## config.mk

```make
export PLATFORM = sky130hd
export DESIGN_NAME = mirl_top
export DESIGN_NICKNAME = d
export VERILOG_FILES = /design/src/hdl/mirl_sync3.v /design/src/hdl/mirl_arb.v /design/src/hdl/mirl_top.v
export VERILOG_INCLUDE_DIRS = /design/src /design/src/hdl
export SDC_FILE = /design/constraint.sdc
export NUM_CORES = 1
export LEC_CHECK = 0
export BUFFER_PORTS_ARGS = -buffer_cell sky130_fd_sc_hd__buf_2
export CAP_MARGIN = 20
export CORE_MARGIN = 5
export CORE_UTILIZATION = 54
export DETAILED_ROUTE_END_ITERATION = 16
export PLACE_DENSITY_LB_ADDON = 0.08
export RECOVER_POWER = 50
export REMOVE_ABC_BUFFERS = 1
export SETUP_SLACK_MARGIN = 0.02
export SLEW_MARGIN = 40
export SYNTH_ARGS = -nofsm -noshare
export SYNTH_HDL_FRONTEND = slang
export SYNTH_SLANG_ARGS = --single-unit
```

## constraint.sdc

```tcl
create_clock -name clk_sys -period 1.88 [get_ports clk_sys]
set_input_delay 0.47 -clock clk_sys [delete_from_list [all_inputs] [get_ports clk_sys]]
set_output_delay 0.47 -clock clk_sys [all_outputs]
set_load 0.02 [all_outputs]
```

## src/hdl/mirl_map.vh

```
// Register offsets, field positions and reset values of the interrupt request logic.
`ifndef MIRL_MAP_VH
`define MIRL_MAP_VH
// ----------------------------------------------------------------------------
// Register byte offsets
// ----------------------------------------------------------------------------
`define MIRL_OFF_TIMER_CTRL  8'h00
`define MIRL_OFF_CNT2_CTRL   8'h04
`define MIRL_OFF_EN_PRI      8'h08
`define MIRL_OFF_EN_SEC      8'h0c
`define MIRL_OFF_PRIO_PRI    8'h10
`define MIRL_OFF_PRIO_SEC    8'h14
`define MIRL_OFF_CORE_STAT   8'h18
`define MIRL_OFF_EVT_STAT    8'h1c
`define MIRL_OFF_EVT_CLR     8'h20
`define MIRL_OFF_EVT_EN      8'h24
// ----------------------------------------------------------------------------
// Field positions
// ----------------------------------------------------------------------------
`define MIRL_TC_EDGE0        0
`define MIRL_TC_FLAG0        1
`define MIRL_TC_EDGE1        2
`define MIRL_TC_FLAG1        3
`define MIRL_TC_OVF0         5
`define MIRL_TC_OVF1         7
`define MIRL_C2_OVF          7
`define MIRL_C2_CAP          6
`define MIRL_C2_EXEN         3
`define MIRL_EP_GATE         7
`define MIRL_EP_T2           5
`define MIRL_EP_S1           4
`define MIRL_EP_T1           3
`define MIRL_EP_X1           2
`define MIRL_EP_T0           1
`define MIRL_EP_X0           0
`define MIRL_ES_DDC          7
`define MIRL_ES_S2           4
`define MIRL_ES_I2C          1
`define MIRL_ES_USB          0
`define MIRL_EVT_TAKEN       0
`define MIRL_EVT_DONE        1
`define MIRL_EVT_PREEMPT     2
// ----------------------------------------------------------------------------
// Sources in polling order, widths and reset values
// ----------------------------------------------------------------------------
`define MIRL_SRC_X0          4'h0
`define MIRL_SRC_T0          4'h2
`define MIRL_SRC_X1          4'h4
`define MIRL_SRC_T1          4'h6
`define MIRL_NUM_SRC         10
`define MIRL_NUM_PIN         3
`define MIRL_NUM_EVT         3
`define MIRL_RST8            8'h00
`define MIRL_RST_EVT         3'h0
`define MIRL_RST_VEC         4'h0
`define MIRL_PIN_IDLE        3'h7
`define MIRL_T0_SPLIT        2'h3
`endif

```

## src/hdl/mirl_sync3.v

```verilog
// Three-stage pin synchroniser with agreement filter.
`timescale 1ns/100ps
`default_nettype none
`include "mirl_map.vh"
module mirl_sync3 (
   input  wire                      clk_sys,
   input  wire                      rstn,
   input  wire [`MIRL_NUM_PIN-1:0]  pin_in,
   output reg  [`MIRL_NUM_PIN-1:0]  pin_lvl
);
   reg [`MIRL_NUM_PIN-1:0] s1_reg;
   reg [`MIRL_NUM_PIN-1:0] s2_reg;
   reg [`MIRL_NUM_PIN-1:0] s3_reg;
   integer i;

   // A level change is accepted only once stages two and three agree.
   always @(posedge clk_sys or negedge rstn) begin
      if (!rstn) begin
         s1_reg  <= `MIRL_PIN_IDLE;
         s2_reg  <= `MIRL_PIN_IDLE;
         s3_reg  <= `MIRL_PIN_IDLE;
         pin_lvl <= `MIRL_PIN_IDLE;
      end else begin
         s1_reg <= pin_in;
         s2_reg <= s1_reg;
         s3_reg <= s2_reg;
         for (i = 0; i < `MIRL_NUM_PIN; i = i + 1) begin
            if (s2_reg[i] == s3_reg[i]) begin
               pin_lvl[i] <= s3_reg[i];
            end
         end
      end
   end
endmodule
`default_nettype wire

```

## src/hdl/mirl_arb.v

```verilog
// Two-level priority arbiter with fixed polling order inside each level.
`timescale 1ns/100ps
`default_nettype none
`include "mirl_map.vh"
module mirl_arb (
   input  wire [`MIRL_NUM_SRC-1:0] req,
   input  wire [`MIRL_NUM_SRC-1:0] prio,
   input  wire                     lo_busy,
   input  wire                     hi_busy,
   output reg                      win_valid,
   output reg  [3:0]               win_idx,
   output reg                      win_prio
);
   reg       hv;
   reg       lv;
   reg [3:0] hidx;
   reg [3:0] lidx;
   integer   i;

   // Scanning downward leaves the lowest index, the first in polling order.
   always @* begin
      hv   = 1'b0;
      lv   = 1'b0;
      hidx = `MIRL_RST_VEC;
      lidx = `MIRL_RST_VEC;
      for (i = `MIRL_NUM_SRC - 1; i >= 0; i = i - 1) begin
         if (req[i] && prio[i]) begin
            hv   = 1'b1;
            hidx = i[3:0];
         end
         if (req[i] && !prio[i]) begin
            lv   = 1'b1;
            lidx = i[3:0];
         end
      end
      win_valid = 1'b0;
      win_idx   = lidx;
      win_prio  = 1'b0;
      if (!hi_busy) begin
         if (hv) begin
            win_valid = 1'b1;
            win_idx   = hidx;
            win_prio  = 1'b1;
         end else if (lv && !lo_busy) begin
            win_valid = 1'b1;
         end
      end
   end
endmodule
`default_nettype wire

```

## src/hdl/mirl_top.v

```verilog
// Interrupt request logic: flags, enables, priorities, core handshake and APB registers.
//
// Overview of operation
// - Ten sources; external input one also carries converter-done.
// - External input zero is level or edge sensed per edge-select bit.
// - Edge-captured external flag clears when the core vectors to it.
// - Level-mode external flag follows the input, never auto-cleared.
// - Timer 0 and 1 overflow set their flags, except timer 0 split mode.
// - Timer 0 and 1 flags clear when their interrupt is serviced.
// - Timer 2 overflow flag requests and clears only by software write.
// - Timer 2 capture flag sets from its pin when external enable allows.
// - One priority bit per source; high preempts low, nothing preempts high.
// - Equal priority ties resolve by fixed polling order, index zero first.
// - Per-source enables; cleared global gate blocks every acknowledge.
//
// The placing of the registers and register access over APB were decided locally.
`timescale 1ns/100ps
`default_nettype none
`include "mirl_map.vh"
module mirl_top (
   input  wire        clk_sys,
   input  wire        rstn,
   input  wire        psel,
   input  wire        penable,
   input  wire        pwrite,
   input  wire [7:0]  paddr,
   input  wire [31:0] pwdata,
   output reg  [31:0] prdata,
   output reg         pready,
   output reg         pslverr,
   input  wire        external_request_zero_n,
   input  wire        external_request_one_n,
   input  wire        counter_two_external_pin,
   input  wire        adc_done,
   input  wire        t0_overflow,
   input  wire [1:0]  t0_mode,
   input  wire        t1_overflow,
   input  wire        t2_overflow,
   input  wire        usart2_req,
   input  wire        i2c_req,
   input  wire        ddc_req,
   input  wire        usb_req,
   input  wire        usart1_req,
   input  wire        core_ack,
   input  wire        core_return,
   output reg         core_request,
   output reg  [3:0]  core_vector,
   output reg         irq
);
   // -------------------------------------------------------------------------
   // State
   // -------------------------------------------------------------------------
   reg [1:0]                edge_select_reg;
   reg [1:0]                ext_flag_reg;
   reg [1:0]                ext_act_prev_reg;
   reg                      counter_zero_overflow_flag_reg;
   reg                      counter_one_overflow_flag_reg;
   reg                      counter_two_overflow_flag_reg;
   reg                      counter_two_capture_flag_reg;
   reg                      counter_two_external_enable_reg;
   reg [7:0]                enable_select_primary_reg;
   reg [7:0]                enable_select_secondary_reg;
   reg [7:0]                priority_select_primary_reg;
   reg [7:0]                priority_select_secondary_reg;
   reg                      core_prio_reg;
   reg                      lo_busy_reg;
   reg                      hi_busy_reg;
   reg                      pin_prev_reg;
   reg [`MIRL_NUM_EVT-1:0]  evt_stat_reg;
   reg [`MIRL_NUM_EVT-1:0]  evt_en_reg;
   reg [`MIRL_NUM_EVT-1:0]  evt_stat_next;
   reg [31:0]               rd_next;
   reg                      hit;

   wire [`MIRL_NUM_PIN-1:0] pin_lvl;
   wire [1:0]               ext_act;
   wire                     cap_fall;
   wire                     taken;
   wire [`MIRL_NUM_SRC-1:0] ack_clr;
   wire [`MIRL_NUM_SRC-1:0] src_req;
   wire [`MIRL_NUM_SRC-1:0] src_en;
   wire [`MIRL_NUM_SRC-1:0] src_prio;
   wire                     win_valid;
   wire [3:0]               win_idx;
   wire                     win_prio;
   wire                     access;
   wire                     wr_fire;
   wire [7:0]               wd;
   wire [7:0]               en_p;
   wire [7:0]               en_s;
   wire [7:0]               pr_p;
   wire [7:0]               pr_s;

   // -------------------------------------------------------------------------
   // Pin inputs
   // -------------------------------------------------------------------------
   mirl_sync3 u_sync (
      .clk_sys (clk_sys),
      .rstn    (rstn),
      .pin_in  ({counter_two_external_pin, external_request_one_n,
                 external_request_zero_n}),
      .pin_lvl (pin_lvl)
   );

   // Converter-done is a level held until serviced, merged onto input one.
   assign ext_act  = {~pin_lvl[1] | adc_done, ~pin_lvl[0]};
   assign cap_fall = pin_prev_reg & ~pin_lvl[2];
   assign taken    = core_ack & core_request;

   genvar g;
   generate
      for (g = 0; g < `MIRL_NUM_SRC; g = g + 1) begin : g_ack
         assign ack_clr[g] = taken & (core_vector == g);
      end
   endgenerate

   // -------------------------------------------------------------------------
   // APB slave
   // -------------------------------------------------------------------------
   assign access  = psel & penable;
   assign wr_fire = access & pready & pwrite;
   assign wd      = pwdata[7:0];

   always @* begin
      hit     = 1'b1;
      rd_next = 32'h0000_0000;
      case (paddr)
         `MIRL_OFF_TIMER_CTRL: begin
            rd_next[`MIRL_TC_EDGE0] = edge_select_reg[0];
            rd_next[`MIRL_TC_FLAG0] = ext_flag_reg[0];
            rd_next[`MIRL_TC_EDGE1] = edge_select_reg[1];
            rd_next[`MIRL_TC_FLAG1] = ext_flag_reg[1];
            rd_next[`MIRL_TC_OVF0]  = counter_zero_overflow_flag_reg;
            rd_next[`MIRL_TC_OVF1]  = counter_one_overflow_flag_reg;
         end
         `MIRL_OFF_CNT2_CTRL: begin
            rd_next[`MIRL_C2_OVF]  = counter_two_overflow_flag_reg;
            rd_next[`MIRL_C2_CAP]  = counter_two_capture_flag_reg;
            rd_next[`MIRL_C2_EXEN] = counter_two_external_enable_reg;
         end
         `MIRL_OFF_EN_PRI:    rd_next[7:0] = enable_select_primary_reg;
         `MIRL_OFF_EN_SEC:    rd_next[7:0] = enable_select_secondary_reg;
         `MIRL_OFF_PRIO_PRI:  rd_next[7:0] = priority_select_primary_reg;
         `MIRL_OFF_PRIO_SEC:  rd_next[7:0] = priority_select_secondary_reg;
         `MIRL_OFF_CORE_STAT: rd_next[7:0] = {1'b0, hi_busy_reg, lo_busy_reg,
                                              core_request, core_vector};
         `MIRL_OFF_EVT_STAT:  rd_next[`MIRL_NUM_EVT-1:0] = evt_stat_reg;
         `MIRL_OFF_EVT_CLR:   rd_next = 32'h0000_0000;
         `MIRL_OFF_EVT_EN:    rd_next[`MIRL_NUM_EVT-1:0] = evt_en_reg;
         default:             hit = 1'b0;
      endcase
   end

   // The answer comes one cycle into the access phase; writes land with it.
   always @(posedge clk_sys or negedge rstn) begin
      if (!rstn) begin
         pready  <= 1'b0;
         pslverr <= 1'b0;
         prdata  <= 32'h0000_0000;
      end else begin
         pready  <= access & ~pready;
         pslverr <= access & ~pready & ~hit;
         if (access && !pready) begin
            prdata <= pwrite ? 32'h0000_0000 : rd_next;
         end
      end
   end

   // -------------------------------------------------------------------------
   // Request flags
   // -------------------------------------------------------------------------
   generate
      for (g = 0; g < 2; g = g + 1) begin : g_ext
         always @(posedge clk_sys or negedge rstn) begin
            if (!rstn) begin
               ext_flag_reg[g]     <= 1'b0;
               ext_act_prev_reg[g] <= 1'b0;
            end else begin
               ext_act_prev_reg[g] <= ext_act[g];
               if (!edge_select_reg[g]) begin
                  ext_flag_reg[g] <= ext_act[g];
               end else if (ext_act[g] && !ext_act_prev_reg[g]) begin
                  ext_flag_reg[g] <= 1'b1;
               end else if (ack_clr[g*4]) begin
                  ext_flag_reg[g] <= 1'b0;
               end else if (wr_fire && paddr == `MIRL_OFF_TIMER_CTRL) begin
                  ext_flag_reg[g] <= wd[`MIRL_TC_FLAG0 + 2*g];
               end
            end
         end
      end
   endgenerate

   // Hardware sets win over the auto-clear and over software writes.
   always @(posedge clk_sys or negedge rstn) begin
      if (!rstn) begin
         edge_select_reg                 <= 2'b00;
         counter_zero_overflow_flag_reg  <= 1'b0;
         counter_one_overflow_flag_reg   <= 1'b0;
         counter_two_overflow_flag_reg   <= 1'b0;
         counter_two_capture_flag_reg    <= 1'b0;
         counter_two_external_enable_reg <= 1'b0;
         pin_prev_reg                    <= 1'b1;
      end else begin
         pin_prev_reg <= pin_lvl[2];
         if (wr_fire && paddr == `MIRL_OFF_TIMER_CTRL) begin
            edge_select_reg <= {wd[`MIRL_TC_EDGE1], wd[`MIRL_TC_EDGE0]};
         end
         if (t0_overflow && t0_mode != `MIRL_T0_SPLIT) begin
            counter_zero_overflow_flag_reg <= 1'b1;
         end else if (ack_clr[`MIRL_SRC_T0]) begin
            counter_zero_overflow_flag_reg <= 1'b0;
         end else if (wr_fire && paddr == `MIRL_OFF_TIMER_CTRL) begin
            counter_zero_overflow_flag_reg <= wd[`MIRL_TC_OVF0];
         end
         if (t1_overflow) begin
            counter_one_overflow_flag_reg <= 1'b1;
         end else if (ack_clr[`MIRL_SRC_T1]) begin
            counter_one_overflow_flag_reg <= 1'b0;
         end else if (wr_fire && paddr == `MIRL_OFF_TIMER_CTRL) begin
            counter_one_overflow_flag_reg <= wd[`MIRL_TC_OVF1];
         end
         if (t2_overflow) begin
            counter_two_overflow_flag_reg <= 1'b1;
         end else if (wr_fire && paddr == `MIRL_OFF_CNT2_CTRL) begin
            counter_two_overflow_flag_reg <= wd[`MIRL_C2_OVF];
         end
         if (cap_fall && counter_two_external_enable_reg) begin
            counter_two_capture_flag_reg <= 1'b1;
         end else if (wr_fire && paddr == `MIRL_OFF_CNT2_CTRL) begin
            counter_two_capture_flag_reg <= wd[`MIRL_C2_CAP];
         end
         if (wr_fire && paddr == `MIRL_OFF_CNT2_CTRL) begin
            counter_two_external_enable_reg <= wd[`MIRL_C2_EXEN];
         end
      end
   end

   // -------------------------------------------------------------------------
   // Enables, priorities and arbitration
   // -------------------------------------------------------------------------
   always @(posedge clk_sys or negedge rstn) begin
      if (!rstn) begin
         enable_select_primary_reg     <= `MIRL_RST8;
         enable_select_secondary_reg   <= `MIRL_RST8;
         priority_select_primary_reg   <= `MIRL_RST8;
         priority_select_secondary_reg <= `MIRL_RST8;
      end else if (wr_fire) begin
         if (paddr == `MIRL_OFF_EN_PRI)   enable_select_primary_reg     <= wd;
         if (paddr == `MIRL_OFF_EN_SEC)   enable_select_secondary_reg   <= wd;
         if (paddr == `MIRL_OFF_PRIO_PRI) priority_select_primary_reg   <= wd;
         if (paddr == `MIRL_OFF_PRIO_SEC) priority_select_secondary_reg <= wd;
      end
   end

   assign en_p = enable_select_primary_reg;
   assign en_s = enable_select_secondary_reg;
   assign pr_p = priority_select_primary_reg;
   assign pr_s = priority_select_secondary_reg;

   // Index order is the polling order.
   assign src_req = {counter_two_overflow_flag_reg | counter_two_capture_flag_reg,
                     usart1_req, usb_req, counter_one_overflow_flag_reg, ddc_req,
                     ext_flag_reg[1], i2c_req, counter_zero_overflow_flag_reg,
                     usart2_req, ext_flag_reg[0]};
   assign src_en  = {`MIRL_NUM_SRC{en_p[`MIRL_EP_GATE]}} &
                    {en_p[`MIRL_EP_T2], en_p[`MIRL_EP_S1], en_s[`MIRL_ES_USB],
                     en_p[`MIRL_EP_T1], en_s[`MIRL_ES_DDC], en_p[`MIRL_EP_X1],
                     en_s[`MIRL_ES_I2C], en_p[`MIRL_EP_T0], en_s[`MIRL_ES_S2],
                     en_p[`MIRL_EP_X0]};
   assign src_prio = {pr_p[`MIRL_EP_T2], pr_p[`MIRL_EP_S1], pr_s[`MIRL_ES_USB],
                      pr_p[`MIRL_EP_T1], pr_s[`MIRL_ES_DDC], pr_p[`MIRL_EP_X1],
                      pr_s[`MIRL_ES_I2C], pr_p[`MIRL_EP_T0], pr_s[`MIRL_ES_S2],
                      pr_p[`MIRL_EP_X0]};

   mirl_arb u_arb (
      .req       (src_req & src_en),
      .prio      (src_prio),
      .lo_busy   (lo_busy_reg),
      .hi_busy   (hi_busy_reg),
      .win_valid (win_valid),
      .win_idx   (win_idx),
      .win_prio  (win_prio)
   );

   // -------------------------------------------------------------------------
   // Core handshake and in-service levels
   // -------------------------------------------------------------------------
   // The request drops for one cycle after a take so cleared flags settle.
   always @(posedge clk_sys or negedge rstn) begin
      if (!rstn) begin
         core_request  <= 1'b0;
         core_vector   <= `MIRL_RST_VEC;
         core_prio_reg <= 1'b0;
         lo_busy_reg   <= 1'b0;
         hi_busy_reg   <= 1'b0;
      end else begin
         if (taken) begin
            core_request <= 1'b0;
            if (core_prio_reg) begin
               hi_busy_reg <= 1'b1;
            end else begin
               lo_busy_reg <= 1'b1;
            end
         end else begin
            if (core_return) begin
               if (hi_busy_reg) begin
                  hi_busy_reg <= 1'b0;
               end else begin
                  lo_busy_reg <= 1'b0;
               end
            end
            core_request  <= win_valid & ~core_return;
            core_vector   <= win_idx;
            core_prio_reg <= win_prio;
         end
      end
   end

   // -------------------------------------------------------------------------
   // Event status and interrupt output
   // -------------------------------------------------------------------------
   always @* begin
      evt_stat_next = evt_stat_reg;
      if (wr_fire && paddr == `MIRL_OFF_EVT_CLR) begin
         evt_stat_next = evt_stat_reg & ~pwdata[`MIRL_NUM_EVT-1:0];
      end
      if (taken) begin
         evt_stat_next[`MIRL_EVT_TAKEN] = 1'b1;
      end
      if (core_return && !taken) begin
         evt_stat_next[`MIRL_EVT_DONE] = 1'b1;
      end
      if (taken && core_prio_reg && lo_busy_reg) begin
         evt_stat_next[`MIRL_EVT_PREEMPT] = 1'b1;
      end
   end

   always @(posedge clk_sys or negedge rstn) begin
      if (!rstn) begin
         evt_stat_reg <= `MIRL_RST_EVT;
         evt_en_reg   <= `MIRL_RST_EVT;
         irq          <= 1'b0;
      end else begin
         evt_stat_reg <= evt_stat_next;
         if (wr_fire && paddr == `MIRL_OFF_EVT_EN) begin
            evt_en_reg <= pwdata[`MIRL_NUM_EVT-1:0];
         end
         irq <= |(evt_stat_next & evt_en_reg);
      end
   end
endmodule
`default_nettype wire

```

After elaboration in Yosys (flattened, before gate mapping)
Index checks and enable logic that the tools add are counted.
W data, S select, Z words.
Word-level totals
  flip-flop bits (word level): 105
  output and inout bits: 40
Operators by class
  equal/unequal tests: 21
  mux-type cells: 85
  bitwise operators: 25
  reductions and logical operators: 63
Operators with widths (count)
  $mux W4: 22
  $mux W1: 55
  $logic_and A1 B1 Y1: 33
  $eq A8 B5 Y1 const B: 4
  $pmux W3 S8: 1
  $and A10 B10 Y10: 2
  $pmux W1 S6: 3
  $eq A8 B4 Y1 const B: 2
  $eq A8 B6 Y1 const B: 2
  $logic_not A1 Y1: 15
  $and A1 B1 Y1: 12
  $reduce_and A2 Y1: 5
  $reduce_or A10 Y1: 1
  $eq A4 B3 Y1 const B: 2
  $eq A8 B3 Y1 const B: 1
  $logic_not A8 Y1: 1
  $mux W8: 1
  $ne A4 B1 Y1 const B: 2
  $pmux W1 S7: 1
  $and A3 B3 Y3: 2
  $ne A2 B2 Y1 const B: 3
  $not A1 Y1: 6
  $reduce_bool A2 Y1: 3
  $reduce_bool A3 Y1: 2
  10 further kinds: 13

Logic depth before layout (Yosys ltp)
  word-level depth: 19
  depth in mapped cells: 7
  depth with buffers taken out: 6

Modules after synthesis
From an unflattened synthesis, not the netlist that was laid out.
Second synthesis, totals
  cell total of the unflattened synthesis: 390
  area, all modules: 4380.5 sq um
By module, submodules not included
  mirl_top: times used 1, cells each 318, area an instance 3646.0 sq um, sequential area each 1727.9 sq um
  mirl_arb: times used 1, cells each 57, area an instance 385.4 sq um, sequential area each 0.0 sq um
  mirl_sync3: times used 1, cells each 15, area an instance 349.1 sq um, sequential area each 315.3 sq um

Least setup slack after synthesis
Ideal clock, no wire load.
  kind: input to register
  start: in paddr[1]
  end: reg ext_flag_reg[1]
  library setup time: 122 ps
  arrival: 2021 ps
  data required time: 1758 ps
  path slack: -262 ps
  stages on the path: 6
  buffers on the path: 0
  path through: or2_1 > nor3_2 > nand2_1 > nor2_2 > mux2_2 > a32o_1
Between the ends
  cells in the longest elaborated chain, start to end: 3
Ends and longest elaborated chain
  from (decl): RTL line mirl_top.v:26  | input wire [7:0] paddr,
  $logic_not A8 Y1
  $logic_and A1 B1 Y1 (no line)
  $ne A4 B1 Y1 (no line)
  to (signal, indexed assignment): RTL line mirl_top.v:181  | ext_flag_reg[g] <= ext_act[g];
  to (signal, indexed assignment): RTL line mirl_top.v:187  | ext_flag_reg[g] <= wd[`MIRL_TC_FLAG0 + 2*g];
  to (decl): RTL line mirl_top.v:54  | reg [1:0] ext_flag_reg;
Every way passes these cells.
A chain may end at the register's enable or synchronous reset.

Worst setup path in the final report
  start: in paddr[4]
  end: reg irq
Between the ends
  cells in the longest elaborated chain, start to end: 6
  elaborated cells on any way between the ends: 8
  classes of those cells: eq/ne (1); mux (4); bitwise (1); reduce/logical (2)
Ends and longest elaborated chain
  $eq A8 B6 Y1
  $logic_and A1 B1 Y1 (no line)
  $mux W3: RTL line mirl_top.v:325  | if (wr_fire && paddr == `MIRL_OFF_EVT_CLR) begin
  $mux W1: RTL line mirl_top.v:331  | if (core_return && !taken) begin
  net evt_stat_next[1]: RTL line mirl_top.v:71  | reg [`MIRL_NUM_EVT-1:0] evt_stat_next;
  $and A3 B3 Y3: RTL line mirl_top.v:349  | irq <= |(evt_stat_next & evt_en_reg);
  $reduce_or A3 Y1: RTL line mirl_top.v:349
  to (signal assigned): RTL line mirl_top.v:349
  to (decl): RTL line mirl_top.v:48  | output reg irq
The timed path passes the listed nets, and every way through them passes these cells.

==> impl_metrics.toml <==
[logic_synthesis]
postSynthAreaPerCell_um2 = 11.0
synth_area_um2 = 4110
async_flop_share = 1.00
synth-seq-cells = 81
synth_seq_area_share = 0.497
synth-main-ff-cell = "dfrtp_1"
synth_edf_count = 0
synthTopCellsByCount = "dfrtp_1 (68), mux2_2 (42), nand2_1 (36), nor2_1 (26), buf_4 (24)"
ys_warn_count = 0
ys_top_cells_by_area = "dfrtp_1 (41%), mux2_2 (12%), dfstp_2 (8.3%)"
postSynthCellCount = 374
synth.distinct_cells = 54
yosysMostFrequentCell = "dfrtp_1"
synth_top_area_cell = "dfrtp_1"
synth_top_area_frac = 0.414

[timing]
fmax_ghz = 0.544
slew_headroom = -0.114
layout_setup_ws_ns = 0.0420
drv_slew = 25
finalSetupViolations = 0
finalCriticalPeriod_ns = 1.84
finalCritPeriodShare = 0.978
skew_ns = 0.0111
rsz0062_at_grt = "true"
hold_violations = 0
tightest_slew_ns = 1.67

[clocking]
clk_pin_slew_ns = 0.10
cts_tree = "done"
hold_buffers = 0
clock_sinks = 81
clkLatencyLatePin_ns = 0.36
cts_buffer_depth = 2
clock-root-buffer = "clkbuf_8"
ctsHtreeMaxLevel = 3
numCtsBuffers = 9

[run_status]
violations = "max-capacitance violations, max-slew violations"
outcome = "complete, but fails checks"

[pwr]
power_frac_clock = 0.378
finalPower_uw = 3380
switching_share = 0.283
internal-power_uw = 2420
p_per_area_nw_per_um2 = 654
comb_power_share = 0.088
ir_drop_mv = 0.520
power_leakage_uw = 0.00248
p_seq_frac = 0.534
switchingPower_uw = 956

[final_layout]
antenna_cells = 0
drive_above_1_share = 0.414
fin_nets = 556
area_growth_pct = 25.7
fill_cells = 587

[placed_design]
place_congestion = 0.898
io_buffers = 52
dp_hpwl_mm = 8.72
place_ws_ns = -0.416

[route]
top_layer_used = "met4"
drtAntennaViolNets = 0
wirelength_mm = 11.4
wl_met2_mm = 5.26
wire_per_inst_um = 19.0
drc_errors = 0
route.met3.wl_um = 773
met1Wirelength_mm = 5.07
via_per_inst = 5.76
num_vias = 3452
first_pass_iters = 5
drt_iter0_markers = 252

[critical_path]
crit_type = "in -> reg"
crit_required_ns = 2.13
critPathArrivalTime_ns = 2.08
crit_path_start_kind = "input port"
critPathMaxFanout = 4
endpoint_kind = "flop"

[floorplanning]
rows = 31
die_w_um = 97.3
core_area_um2 = 7330
die_y_um = 97.3
initial_core_util = 0.561
pin_count = 101
dieArea_um2 = 9460

[min_path]
hold_path.class = "in -> reg"

[global_routing]
grt_usage = 0.243
grt_max_degree = 32
antenna_found_initial = 0
grt-ovfl-total = 0
grt_pass1_wl_mm = 18.2
grt_pass1_vias = 3497

[run]
cap_violations = 1
[cell families (layout without fill, tap and decap cells)]
family | after synthesis | in the layout | synth area share
AO/OA/AOI/OAI | 76 | 76 | 0.132
XOR/XNOR | 1 | 1 | 0.00213
adder cells (fa/ha/maj) | 3 | 3 | 0.00730
buffers and inverters | 37 | 140 | 0.0557
flip-flops | 81 | 81 | 0.497
multiplexers | 49 | 49 | 0.138
other | 1 | 24 | 0.000912
AND/OR/NAND/NOR | 126 | 126 | 0.167
[repair_timing]
item | in CTS | in global routing
setup buffers | 0 | 2
hold endpoints to repair | 0 | 0
resized for setup | 2 | 13
pin swaps | 1 | 1
endpoints found under the setup margin | 1 | 7
[layer usage]
metal  vias up  GRT usage
met2       152      0.380
met3        19     0.0524
met1      1685      0.335
met5         -          0
met4         0     0.0884
li1       1596          -
[power by group through the flow]
stage                     combinational, uW  sequential (uW)  clock (uW)
after floorplan                         102             1840           0
after global placement                  288             1840           0
after detailed placement                292             1840           0
after CTS                               294             1810        1300
after global routing                    326             1810        1390
final                                   298             1800        1280
[critical path: stages]
cell and delay (ns):
buf_6 0.10, or4b_4 0.53, and4b_2 0.34, nand2_1 0.06
a22o_1 0.21, a222oi_1 0.30, inv_1 0.07
[through the flow]
| stage | TNS, ns | utilization | hold slack, ns | cell area [um^2] | instances |
|---|---|---|---|---|---|
| 2_1_floorplan | -3.44 | - | 0.174 | 3990 | 366 |
| 3_3_place_gp | -7.18 | 0.668 | 0.348 | 4900 | 581 |
| 3_5_place_dp | -7.82 | 0.668 | 0.348 | 4900 | 581 |
| 4_1_cts | 0 | 0.696 | 0.0302 | 5100 | 597 |
| 5_1_grt | -0.0346 | 0.705 | 0.173 | 5170 | 599 |
| 6_report | 0 | 0.705 | 0.196 | 5170 | 599 |
[cells in the final DEF, fill, tap and decap left out, types with 11 or more instances in the layout]
cell type	instances
o21ai_0	18
buf_2	49
mux2_2	42
nor2_1	25
nand2_1	36
conb_1	24
buf_4	63
nand4_1	11
dfrtp_1	68
[path summary, 6_finish.rpt]
path,cells past startpoint,from,to,slack [ns]
max,7,paddr[4],irq,0.04
min reg2reg,0,u_sync.s1_reg[2],u_sync.s2_reg[2],0.37
max in group asynchronous,1,rstn,pr_p[1],0.38
max reg2reg,7,en_p[7],core_vector[0],0.09
min,1,external_request_zero_n,u_sync.s1_reg[0],0.20
min in group asynchronous,1,rstn,prdata[6],0.53
[layout make-up]
cell class	count	area [um^2]	share of cell area
Tap cell	99	124	0.0240
Sequential cell	81	2040	0.395
Timing Repair Buffer	118	805	0.156
Inverter	6	22.5	0.00436
Multi-Input combinational cell	279	1980	0.382
Clock buffer	9	124	0.0240
Clock inverter	7	73.8	0.0143
Power figures use the tool's default switching activity.
